===== src/hdl/src_pkg.sv =====
// Shared constants and types for the serial receive control block
package src_pkg;
    localparam int ADDR_W = 5;
    localparam int DATA_W = 32;
    // Register byte addresses
    localparam logic [ADDR_W-1:0] ADDR_CTRL = 5'h00;
    localparam logic [ADDR_W-1:0] ADDR_DATA = 5'h04;
    localparam logic [ADDR_W-1:0] ADDR_ISTAT = 5'h08;
    localparam logic [ADDR_W-1:0] ADDR_IMASK = 5'h0c;
    localparam logic [ADDR_W-1:0] ADDR_MODE = 5'h10;
    // receive_status_control bit positions
    localparam int B_SERIAL_PORT_ENABLE = 7;
    localparam int B_RX9 = 6;
    localparam int B_SINGLE_RECEIVE_ENABLE = 5;
    localparam int B_CONTINUOUS_RECEIVE_ENABLE = 4;
    localparam int B_ADDRESS_DETECT_ENABLE = 3;
    localparam int B_FRAMING_ERROR_FLAG = 2;
    localparam int B_OVERRUN_ERROR_FLAG = 1;
    localparam int B_NINTH_RECEIVED_BIT = 0;
    localparam logic [7:0] CTRL_WMASK = 8'hf8;
    localparam logic [7:0] CTRL_RST = 8'h00;
    // Interrupt status and mask bit positions
    localparam int I_RXB = 0;
    localparam int I_FRAMING_ERROR_FLAG = 1;
    localparam int I_OVERRUN_ERROR_FLAG = 2;
    localparam int I_SDONE = 3;
    localparam int IRQ_W = 4;
    localparam logic [IRQ_W-1:0] IRQ_RST = 4'h0;
    // Mode register bit positions
    localparam int M_SYNC = 0;
    localparam int M_MASTER = 1;
    localparam int M_TRANSMIT_ENABLE = 2;
    localparam int MODE_W = 3;
    localparam logic [MODE_W-1:0] MODE_RST = 3'h0;
    localparam logic [1:0] RESP_OKAY = 2'h0;
    localparam logic [1:0] RESP_SLVERR = 2'h2;
endpackage : src_pkg


===== src/hdl/src_reg_if.sv =====
// Register access path between the bus slave and the register file
interface src_reg_if;
    import src_pkg::*;
    logic wr_en;
    logic [ADDR_W-1:0] wr_addr;
    logic [DATA_W-1:0] wdata;
    logic [3:0] wstrb;
    logic wr_hit;
    logic rd_en;
    logic [ADDR_W-1:0] rd_addr;
    logic [DATA_W-1:0] rdata;
    logic rd_hit;
    modport bus (output wr_en, wr_addr, wdata, wstrb, rd_en, rd_addr, input wr_hit, rdata, rd_hit);
    modport regs (input wr_en, wr_addr, wdata, wstrb, rd_en, rd_addr, output wr_hit, rdata, rd_hit);
endinterface : src_reg_if


===== src/hdl/src_axil_slave.sv =====
// AXI4-Lite slave that turns bus transfers into register access strobes
module src_axil_slave
    import src_pkg::*;
(
    // Clock and reset
    input wire logic aclk,
    input wire logic aresetn,
    // Write address and data
    input wire logic [ADDR_W-1:0] s_axi_awaddr,
    input wire logic s_axi_awvalid,
    output logic s_axi_awready,
    input wire logic [DATA_W-1:0] s_axi_wdata,
    input wire logic [3:0] s_axi_wstrb,
    input wire logic s_axi_wvalid,
    output logic s_axi_wready,
    // Write response
    output logic [1:0] s_axi_bresp,
    output logic s_axi_bvalid,
    input wire logic s_axi_bready,
    // Read address
    input wire logic [ADDR_W-1:0] s_axi_araddr,
    input wire logic s_axi_arvalid,
    output logic s_axi_arready,
    // Read data
    output logic [DATA_W-1:0] s_axi_rdata,
    output logic [1:0] s_axi_rresp,
    output logic s_axi_rvalid,
    input wire logic s_axi_rready,
    // Register side
    src_reg_if.bus rif
);
    typedef struct packed {
        logic bvalid;
        logic [1:0] bresp;
        logic rvalid;
        logic [1:0] rresp;
        logic [DATA_W-1:0] rdata;
    } src_axil_state_t;

    src_axil_state_t s_r;
    src_axil_state_t s_nxt;
    logic wr_go;
    logic rd_go;

    // Both write channels are taken in one edge, only with no response pending
    assign wr_go = s_axi_awvalid & s_axi_wvalid & ~s_r.bvalid;
    assign rd_go = s_axi_arvalid & ~s_r.rvalid;
    assign s_axi_awready = wr_go;
    assign s_axi_wready = wr_go;
    assign s_axi_arready = rd_go;
    assign rif.wr_en = wr_go;
    assign rif.wr_addr = s_axi_awaddr;
    assign rif.wdata = s_axi_wdata;
    assign rif.wstrb = s_axi_wstrb;
    assign rif.rd_en = rd_go;
    assign rif.rd_addr = s_axi_araddr;
    assign s_axi_bvalid = s_r.bvalid;
    assign s_axi_bresp = s_r.bresp;
    assign s_axi_rvalid = s_r.rvalid;
    assign s_axi_rresp = s_r.rresp;
    assign s_axi_rdata = s_r.rdata;

    always_comb begin
        s_nxt = s_r;
        if (s_r.bvalid && s_axi_bready) begin
            s_nxt.bvalid = 1'b0;
        end
        if (wr_go) begin
            s_nxt.bvalid = 1'b1;
            s_nxt.bresp = rif.wr_hit ? RESP_OKAY : RESP_SLVERR;
        end
        if (s_r.rvalid && s_axi_rready) begin
            s_nxt.rvalid = 1'b0;
        end
        if (rd_go) begin
            s_nxt.rvalid = 1'b1;
            s_nxt.rresp = rif.rd_hit ? RESP_OKAY : RESP_SLVERR;
            s_nxt.rdata = rif.rdata;
        end
    end

    always_ff @(posedge aclk) begin
        if (!aresetn) begin
            s_r <= '0;
        end else begin
            s_r <= s_nxt;
        end
    end
endmodule : src_axil_slave


===== src/hdl/src_serial_receive_control.sv =====
// Receive status and control register file of the serial port
//
// Notes on behaviour
// - In sync mode receive enables override transmit
// - Single receive runs once, then self-clears
// - Framing flag read-only, follows each byte loaded into the holding register
// - Overrun flag holds until continuous enable cleared
//
// Register access over AXI4-Lite and the register addresses are this design's own decisions.
module src_serial_receive_control
    import src_pkg::*;
(
    // Clock and reset
    input wire logic aclk,
    input wire logic aresetn,
    // AXI4-Lite register bus
    input wire logic [ADDR_W-1:0] s_axi_awaddr,
    input wire logic s_axi_awvalid,
    output logic s_axi_awready,
    input wire logic [DATA_W-1:0] s_axi_wdata,
    input wire logic [3:0] s_axi_wstrb,
    input wire logic s_axi_wvalid,
    output logic s_axi_wready,
    output logic [1:0] s_axi_bresp,
    output logic s_axi_bvalid,
    input wire logic s_axi_bready,
    input wire logic [ADDR_W-1:0] s_axi_araddr,
    input wire logic s_axi_arvalid,
    output logic s_axi_arready,
    output logic [DATA_W-1:0] s_axi_rdata,
    output logic [1:0] s_axi_rresp,
    output logic s_axi_rvalid,
    input wire logic s_axi_rready,
    // Received characters from the shift path
    input wire logic rx_char_valid,
    input wire logic [8:0] rx_char_data,
    input wire logic rx_char_frame_err,
    // Controls to the shift path and transmitter
    output logic serial_port_enable,
    output logic nine_bit_receive_select,
    output logic receive_run,
    output logic single_receive_active,
    output logic transmit_run,
    // Interrupt
    output logic irq
);
    typedef struct packed {
        logic [7:0] ctrl;
        logic [7:0] rx_data;
        logic rx_full;
        logic [IRQ_W-1:0] istat;
        logic [IRQ_W-1:0] imask;
        logic [MODE_W-1:0] mode;
    } src_state_t;

    src_state_t s_r;
    src_state_t s_nxt;
    src_reg_if rif ();

    // Mode and enable decode
    logic sync_mode;
    logic single_receive_enable_eff;
    logic rx_claims_line;
    logic rx_run;
    logic rx_take;
    logic data_pop;

    // Receive events
    logic rx_accept;
    logic single_done;
    logic rx_overrun;
    logic rx_load;
    logic [IRQ_W-1:0] istat_set;

    // Write strobes
    logic wr_low;
    logic wr_ctrl;
    logic wr_istat;
    logic wr_imask;
    logic wr_mode;
    logic [7:0] ctrl_wr_val;

    src_axil_slave u_slave (
        .aclk(aclk),
        .aresetn(aresetn),
        .s_axi_awaddr(s_axi_awaddr),
        .s_axi_awvalid(s_axi_awvalid),
        .s_axi_awready(s_axi_awready),
        .s_axi_wdata(s_axi_wdata),
        .s_axi_wstrb(s_axi_wstrb),
        .s_axi_wvalid(s_axi_wvalid),
        .s_axi_wready(s_axi_wready),
        .s_axi_bresp(s_axi_bresp),
        .s_axi_bvalid(s_axi_bvalid),
        .s_axi_bready(s_axi_bready),
        .s_axi_araddr(s_axi_araddr),
        .s_axi_arvalid(s_axi_arvalid),
        .s_axi_arready(s_axi_arready),
        .s_axi_rdata(s_axi_rdata),
        .s_axi_rresp(s_axi_rresp),
        .s_axi_rvalid(s_axi_rvalid),
        .s_axi_rready(s_axi_rready),
        .rif(rif.bus)
    );

    assign sync_mode = s_r.mode[M_SYNC];
    // Single receive only counts in sync master mode, and continuous receive overrides it
    assign single_receive_enable_eff = sync_mode & s_r.mode[M_MASTER] & s_r.ctrl[B_SINGLE_RECEIVE_ENABLE] & ~s_r.ctrl[B_CONTINUOUS_RECEIVE_ENABLE];
    // A pending overrun stops reception until continuous receive is turned off
    assign rx_run = s_r.ctrl[B_SERIAL_PORT_ENABLE] & ~s_r.ctrl[B_OVERRUN_ERROR_FLAG]
                    & (sync_mode ? (s_r.ctrl[B_CONTINUOUS_RECEIVE_ENABLE] | single_receive_enable_eff) : s_r.ctrl[B_CONTINUOUS_RECEIVE_ENABLE]);
    // Address detect drops data characters in async 9-bit mode
    assign rx_take = ~(~sync_mode & s_r.ctrl[B_RX9] & s_r.ctrl[B_ADDRESS_DETECT_ENABLE] & ~rx_char_data[8]);
    assign data_pop = rif.rd_en & (rif.rd_addr == ADDR_DATA);

    // A character counts only while reception runs
    assign rx_accept = rx_char_valid & rx_run;
    assign single_done = rx_accept & single_receive_enable_eff;
    // A full holding register not emptied in this cycle loses the new byte
    assign rx_overrun = rx_accept & rx_take & s_r.rx_full & ~data_pop;
    // Dropped and lost characters never reach the holding register
    assign rx_load = rx_accept & rx_take & ~rx_overrun;
    // Interrupt sources, one per event
    assign istat_set[I_RXB] = rx_load;
    assign istat_set[I_FRAMING_ERROR_FLAG] = rx_load & rx_char_frame_err;
    assign istat_set[I_OVERRUN_ERROR_FLAG] = rx_overrun;
    assign istat_set[I_SDONE] = single_done;

    // Every register sits in byte lane 0, so lane 0 gates every write
    assign wr_low = rif.wr_en & rif.wstrb[0];
    assign wr_ctrl = wr_low & (rif.wr_addr == ADDR_CTRL);
    assign wr_istat = wr_low & (rif.wr_addr == ADDR_ISTAT);
    assign wr_imask = wr_low & (rif.wr_addr == ADDR_IMASK);
    assign wr_mode = wr_low & (rif.wr_addr == ADDR_MODE);
    // Read-only control bits never take the bus value
    assign ctrl_wr_val = rif.wdata[7:0] & CTRL_WMASK;

    // Register read mux
    always_comb begin
        rif.rdata = '0;
        rif.rd_hit = 1'b1;
        unique case (rif.rd_addr)
            ADDR_CTRL: rif.rdata = {24'h000000, s_r.ctrl};
            ADDR_DATA: rif.rdata = {24'h000000, s_r.rx_data};
            ADDR_ISTAT: rif.rdata = {28'h0000000, s_r.istat};
            ADDR_IMASK: rif.rdata = {28'h0000000, s_r.imask};
            ADDR_MODE: rif.rdata = {29'h0, s_r.mode};
            default: rif.rd_hit = 1'b0;
        endcase
    end

    assign rif.wr_hit = (rif.wr_addr == ADDR_CTRL) | (rif.wr_addr == ADDR_DATA) | (rif.wr_addr == ADDR_ISTAT)
                        | (rif.wr_addr == ADDR_IMASK) | (rif.wr_addr == ADDR_MODE);

    always_comb begin
        s_nxt = s_r;
        // Reading the data register frees the holding register
        if (data_pop) begin
            s_nxt.rx_full = 1'b0;
        end
        // Completion of a single reception clears its enable before software writes
        if (single_done) begin
            s_nxt.ctrl[B_SINGLE_RECEIVE_ENABLE] = 1'b0;
        end

        // Software writes
        if (wr_ctrl) begin
            s_nxt.ctrl = (s_nxt.ctrl & ~CTRL_WMASK) | ctrl_wr_val;
            if (!rif.wdata[B_CONTINUOUS_RECEIVE_ENABLE]) begin
                s_nxt.ctrl[B_OVERRUN_ERROR_FLAG] = 1'b0;
            end
        end
        // Status bits clear where a one is written
        if (wr_istat) begin
            s_nxt.istat = s_r.istat & ~rif.wdata[IRQ_W-1:0];
        end
        if (wr_imask) begin
            s_nxt.imask = rif.wdata[IRQ_W-1:0];
        end
        if (wr_mode) begin
            s_nxt.mode = rif.wdata[MODE_W-1:0];
        end

        // Hardware events come last so a set wins over a clear in the same cycle
        s_nxt.istat = s_nxt.istat | istat_set;
        if (rx_overrun) begin
            s_nxt.ctrl[B_OVERRUN_ERROR_FLAG] = 1'b1;
        end
        if (rx_load) begin
            s_nxt.rx_data = rx_char_data[7:0];
            s_nxt.rx_full = 1'b1;
            // Flag changes only when a new byte reaches the holding register
            s_nxt.ctrl[B_FRAMING_ERROR_FLAG] = rx_char_frame_err;
            // Ninth bit passed through only with RX9 set, otherwise it reads zero; no parity check
            s_nxt.ctrl[B_NINTH_RECEIVED_BIT] = s_r.ctrl[B_RX9] & rx_char_data[8];
        end
    end

    always_ff @(posedge aclk) begin
        if (!aresetn) begin
            s_r.ctrl <= CTRL_RST;
            s_r.rx_data <= '0;
            s_r.rx_full <= 1'b0;
            s_r.istat <= IRQ_RST;
            s_r.imask <= IRQ_RST;
            s_r.mode <= MODE_RST;
        end else begin
            s_r <= s_nxt;
        end
    end

    assign serial_port_enable = s_r.ctrl[B_SERIAL_PORT_ENABLE];
    assign nine_bit_receive_select = s_r.ctrl[B_RX9];
    assign receive_run = rx_run;
    assign single_receive_active = s_r.ctrl[B_SERIAL_PORT_ENABLE] & single_receive_enable_eff & ~s_r.ctrl[B_OVERRUN_ERROR_FLAG];
    // Either receive enable in sync mode takes the line away from the transmitter
    assign rx_claims_line = sync_mode & (s_r.ctrl[B_SINGLE_RECEIVE_ENABLE] | s_r.ctrl[B_CONTINUOUS_RECEIVE_ENABLE]);
    assign transmit_run = s_r.ctrl[B_SERIAL_PORT_ENABLE] & s_r.mode[M_TRANSMIT_ENABLE] & ~rx_claims_line;
    assign irq = |(s_r.istat & s_r.imask);
endmodule : src_serial_receive_control

===== config.mk =====
export PLATFORM = sky130hd
export DESIGN_NAME = src_serial_receive_control
export DESIGN_NICKNAME = d
export VERILOG_FILES = /design/src/hdl/src_pkg.sv /design/src/hdl/src_reg_if.sv /design/src/hdl/src_axil_slave.sv /design/src/hdl/src_serial_receive_control.sv
export SDC_FILE = /design/constraint.sdc
export NUM_CORES = 1
export LEC_CHECK = 0
export ABC_AREA = 0
export BUFFER_PORTS_ARGS = -buffer_cell sky130_fd_sc_hd__buf_2
export CORE_ASPECT_RATIO = 0.75
export CORE_MARGIN = 4
export CORE_UTILIZATION = 45
export DETAILED_ROUTE_END_ITERATION = 16
export PLACE_DENSITY = 0.8
export RECOVER_POWER = 100
export SLEW_MARGIN = 20
export SYNTH_ARGS = -nofsm -noshare
export SYNTH_HDL_FRONTEND = slang
export SYNTH_SLANG_ARGS = --single-unit

===== constraint.sdc =====
create_clock -name aclk -period 1.7 [get_ports aclk]
set_input_delay 0 -clock aclk [delete_from_list [all_inputs] [get_ports aclk]]
set_output_delay 0 -clock aclk [all_outputs]
set_load 0.05 [all_outputs]

Word-level counts from Yosys, hierarchy flattened
Cells that the tools add are included.

Register bits: 66. Latch bits: 0. Bits in writable memories: 0. ROM bits: 0. Word-level logic and storage cells: 102. Memories: 0.

$add $sub $neg: 0. Multipliers: 0. Divide/modulo/power cells: 0. Magnitude comparators: 0. Equal/unequal tests: 8. Shifts and indexed selects: 0. Mux-type cells: 17. Bitwise operators: 51. Reduce and logical (&&, ||, !) cells: 12.

Operators by type and width (number): one-hot mux 8 bit (5 select lines) (1); 2-to-1 mux 35 bit (1); AND 1 bit (30); == test 5 x 4 -> 1 bit, second input constant (4); nonzero test 2 bit (6); == test 5 x 3 -> 1 bit, second input constant (2); == test 5 bit, second input constant (2); logical NOT 5 bit (2); 2-to-1 mux 10 bit (1); inverter 1 bit (10); 2-to-1 mux 1 bit (9); AND 4 bit (2); bitwise OR 3 x 8 -> 8 bit (1); 2-to-1 mux 6 bit (1); bitwise OR 1 bit (6); OR reduction 5 bit (1); 2-to-1 mux 2 bit (2); 2-to-1 mux 4 bit (1); inverter 4 bit (1); bitwise OR 4 bit (1); OR reduction 4 bit (1); 2-to-1 mux 3 bit (1); logical AND 1 bit (2).

Depth between registers and ports, before layout
Depth in word-level cells: 14. Mapped depth: 7. Depth with buffers taken out: 5.

By module
Synthesis repeated with hierarchy kept, for this count alone.

Cells, all modules: 364. Area, all modules: 3305.7 um2.

Modules (own cells, without submodules): src_axil_slave (instances 1, cells an instance 205, area each 1851.8 um2); src_serial_receive_control (instances 1, cells an instance 159, area each 1453.9 um2).

Least setup slack after synthesis
OpenSTA, ideal clock, no wires.

Kind: flip-flop to flip-flop. Start: reg s_r (netlist bit serial_port_enable). End: reg s_r[25] (netlist bit). Arrival: 2.389 ns. Data required time: 1.584 ns. Slack: -0.806 ns. Stages on the path, launching flop included: 5. Path buffers: 0. Period minus slack after synthesis: 2.506 ns. Cells stage by stage: dfxtp_1 nand2b_1 nor3_1 nand2_1 a41o_1.

Word-level cells in the longest chain between the ends: 5.

RTL lines: start, declared (RTL line src_serial_receive_control.sv:56) `src_state_t s_r;`; start signal, assigned (RTL line src_serial_receive_control.sv:208) `s_r <= s_nxt;`; AND 1 bit (RTL line src_serial_receive_control.sv:110) `assign rx_run = s_r.ctrl[B_SERIAL_PORT_ENABLE] & ~s_r.ctrl[B_OVERRUN_ERROR_FLAG]`; AND 1 bit (RTL line src_serial_receive_control.sv:111) `& (sync_mode ? (s_r.ctrl[B_CONTINUOUS_RECEIVE_ENABLE] | single_receive_enable_eff) : s_r.ctrl[B_CONTINUOUS_REC ...`; AND 1 bit (RTL line src_serial_receive_control.sv:117) `assign rx_accept = rx_char_valid & rx_run;`; AND 1 bit (RTL line src_serial_receive_control.sv:118) `assign single_done = rx_accept & single_receive_enable_eff;`; nonzero test 2 bit (no source line).

No other way between the ends. A chain may end at the register's enable or synchronous reset.

Final worst setup path
Start: reg u_slave.s_r (netlist bit u_slave.s_axi_bvalid). End: reg s_r[21] (netlist bit).

Word-level cells in the longest chain between the ends: 5.

RTL lines: start, declared (RTL line src_axil_slave.sv:40) `src_axil_state_t s_r;`; start signal, assigned (RTL line src_axil_slave.sv:86) `s_r <= s_nxt;`; inverter 1 bit (RTL line src_axil_slave.sv:46) `assign wr_go = s_axi_awvalid & s_axi_wvalid & ~s_r.bvalid;`; AND 1 bit (RTL line src_axil_slave.sv:46); AND 1 bit (RTL line src_serial_receive_control.sv:130) `assign wr_low = rif.wr_en & rif.wstrb[0];`; AND 1 bit (RTL line src_serial_receive_control.sv:131) `assign wr_ctrl = wr_low & (rif.wr_addr == ADDR_CTRL);`; nonzero test 2 bit (no source line).

No other way between the ends.

==> flow_metrics.env <==
export IMPL_hold_class="in2reg"
export IMPL_die_x_um=87.5
export IMPL_synth_flop_cell="dfxtp_1"
export IMPL_clk_path_buf_depth=2
export IMPL_worst_pin_slew_ns=0.630
export IMPL_crit_path_end_kind="flop"
export IMPL_final_period_utilization_pct=94.8
export IMPL_crit_buf_inv=1
export IMPL_clock_skew_ns=0.00565
export IMPL_grt_max_degree=26
export IMPL_track_usage_pct=19.2
export IMPL_synth_edf_count=0
export IMPL_route_detailed_drc=0
export IMPL_dp_hpwl_um=4040
export IMPL_ys_seq_area_share_pct=37.6
export IMPL_clock_sinks=40
export IMPL_ctsRootBufferMaster="clkbuf_8"
export IMPL_critical_path_cell_chain="nand3b_1 > or4_1 > clkbuf_2 > o211ai_1 > nand2_1"
export IMPL_p_leak_nw=1.10
export IMPL_drive_gt1_share_pct=24.6
export IMPL_synth_common_cells="40 x dfxtp_1, 28 x buf_4, 27 x mux2i_1, 26 x nand2_1"
export IMPL_ys_top_cells_by_area="dfxtp_1 38%, mux2i_1 13%, buf_4 9.9%"
export IMPL_coreArea_mm2=0.00452
export IMPL_yosys_area_top_type_share_pct=37.6
export IMPL_gp_congestion=0.878
export IMPL_power_density_mw_per_mm2=737
export IMPL_cts_tree="done"
export IMPL_htreeDepth=2
export IMPL_antenna_found_initial=0
export IMPL_critPathLaunchType="flop"
export IMPL_peakVddDrop_mv=0.469
export IMPL_yosys_area_top_type="dfxtp_1"
export IMPL_slowest_delay_ns=0.48
export IMPL_grt_overflow_total=0
export IMPL_finalHoldViolations=1
export IMPL_area_delta_synth_final_pct=25.3
export IMPL_cp_required_ns=1.90
export IMPL_max_slew_margin_pct=58.2
export IMPL_drv_slew=0
export IMPL_grt_pass1_wl_um=8710
export IMPL_insertion_delay_ns=0.30
export IMPL_path_clk_slew_ns=0.08
export IMPL_setup_viol=0
export IMPL_violations="hold timing"
export IMPL_dp_cells=349
export IMPL_status="finished, violations left"
export IMPL_antenna_left=0
export IMPL_total_power_mw=1.97
export IMPL_crit_type="reg2reg"
export IMPL_die_y_um=67.6
export IMPL_setup_tns_ns=0
export IMPL_port_buffer_count=57
export IMPL_ios=111
export IMPL_n_antenna_cell=0
export IMPL_crit_family="simple AND/OR/NAND/NOR gates"
export IMPL_placed_cell_area_mm2=0.00244
export IMPL_place_ws_ns=0.0547
export IMPL_wl_per_cell_um=14.5
export IMPL_avgSynthCellArea_um2=9.11
export IMPL_synthCells=234
export IMPL_grt_pass1_vias=1791
export IMPL_synth_cell_types=44
export IMPL_period_needed_ns=1.61
export IMPL_drt_total_wl_um=5440
export IMPL_via_per_inst=5.11
export IMPL_grt_setup_unrepaired="false"
export IMPL_drt_iter0_drc=169
export IMPL_async_flop_share_pct=0
export IMPL_ys_warn_count=0
export IMPL_cts_buffers=5
export IMPL_initial_core_util_pct=47.2
export IMPL_vias=1911
export IMPL_die_area_mm2=0.00591
export IMPL_cts_setup_buffers=0
export IMPL_design_area_mm2=0.00267
export IMPL_ys_ff_latch=40
export IMPL_hold_ws_ns=-0.00394
export IMPL_fin_ws_ns=0.0880
export IMPL_fmax_mhz=620
export IMPL_fin_cells=374
export IMPL_netlist_area_mm2=0.00213
export IMPL_worst_path_max_fanout=7
export IMPL_yosysMostFrequentCell="dfxtp_1"
export IMPL_cp_data_arrival_time_ns=1.81
export IMPL_drt_pass1_iterations=4
export IMPL_fillers=409
export IMPL_maxCapViolCount=0
export IMPL_post_route_util_pct=59.1
export IMPL_std_cell_rows=21
export IMPL_nets=380
export IMPL_cpMaxStageDelayCell="or4_1"
[worst reg2reg max path, delay by kind of cell, from the launching register on]
family / cells / cell delay (ns)
DFF: 1 / 0.33
and+or+nand+nor: 3 / 0.73
buffers and inverters: 1 / 0.22
AOI/OAI and AO/OA: 1 / 0.23
[layout by cell type, fill, tap and decap left out, types with 2 or more instances in the layout]
master / instances
dfxtp_1: 36
a31oi_1: 2
nor3b_1: 5
a22oi_1: 6
dlygate4sd3_1: 17
clkbuf_2: 7
or4b_4: 2
nand3b_1: 2
o21ai_0: 11
nor2b_1: 11
dfxtp_2: 4
clkbuf_8: 6
nor4b_1: 2
a221oi_1: 3
mux2i_1: 27
clkinv_2: 2
or3_2: 2
nand2b_1: 4
nand2_1: 26
nor2_1: 6
a21oi_1: 5
nor3_1: 2
a21boi_0: 5
nand3_1: 8
conb_1: 26
buf_4: 10
o22ai_1: 3
clkbuf_1: 18
or4_1: 2
buf_2: 36
[state kept, by name, indices dropped and copies added (netlist names)]
name / flops
u_slave.s_axi_bvalid: 1
u_slave.s_axi_rvalid: 1
nine_bit_receive_select: 1
u_slave.s_axi_rdata: 8
u_slave.s_axi_rresp: 1
u_slave.s_axi_bresp: 1
s_r: 26
serial_port_enable: 1
[cell families after synthesis]
family                 after synthesis  synth area share, %
AO/OA/AOI/OAI                       45                 14.8
buffers and inverters               42                 13.8
flip-flops                          40                 37.6
multiplexers                        27                 12.7
other                                1                0.176
AND/OR/NAND/NOR                     79                 21.0
[routing by layer]
metal	GRT usage [%]	vias up	share of wire (%)
met5	0	-	0
met4	7.28	0	1.6
met3	4.02	8	9.3
met2	30.0	82	46
met1	25.9	877	43
li1	-	944	-
[power breakdown]
part | leakage, nW | internal, mW | switching (mW)
registers | 0.325 | 0.944 | 0.00463
logic | 0.726 | 0.0944 | 0.254
clock network | 0.0510 | 0.324 | 0.347
total | 1.10 | 1.36 | 0.606
[cell type report]
class	instances	area (um2)	area share (%)
Clock buffer	6	82.6	3.09
Clock inverter	2	10.0	0.375
Inverter	3	12.5	0.468
Multi-Input combinational cell	177	1140	42.7
Sequential cell	40	806	30.2
Tap cell	57	71.3	2.67
Timing Repair Buffer	89	548	20.5
[final timing paths]
check	startpoint	endpoint	slack, ns	depth (start not counted)
worst max register to register	u_slave.s_axi_bvalid$_SDFFE_PN0P_	s_r[21]$_SDFFE_PN0P_	0.09	5
worst max-delay path	u_slave.s_axi_bvalid$_SDFFE_PN0P_	s_r[21]$_SDFFE_PN0P_	0.09	5
worst min-delay path	s_axi_wdata[3]	s_r[6]$_SDFFE_PN0P_	-0.004	3
worst min register to register	s_r[17]$_SDFFE_PN0P_	s_r[17]$_SDFFE_PN0P_	0.47	2
[repair_timing]
action,in CTS,in global routing
hold buffers,17,0
gates resized for setup,0,1
endpoints found under the hold margin,18,0
setup endpoints to repair,0,4
Power figures use the tool's default switching activity.
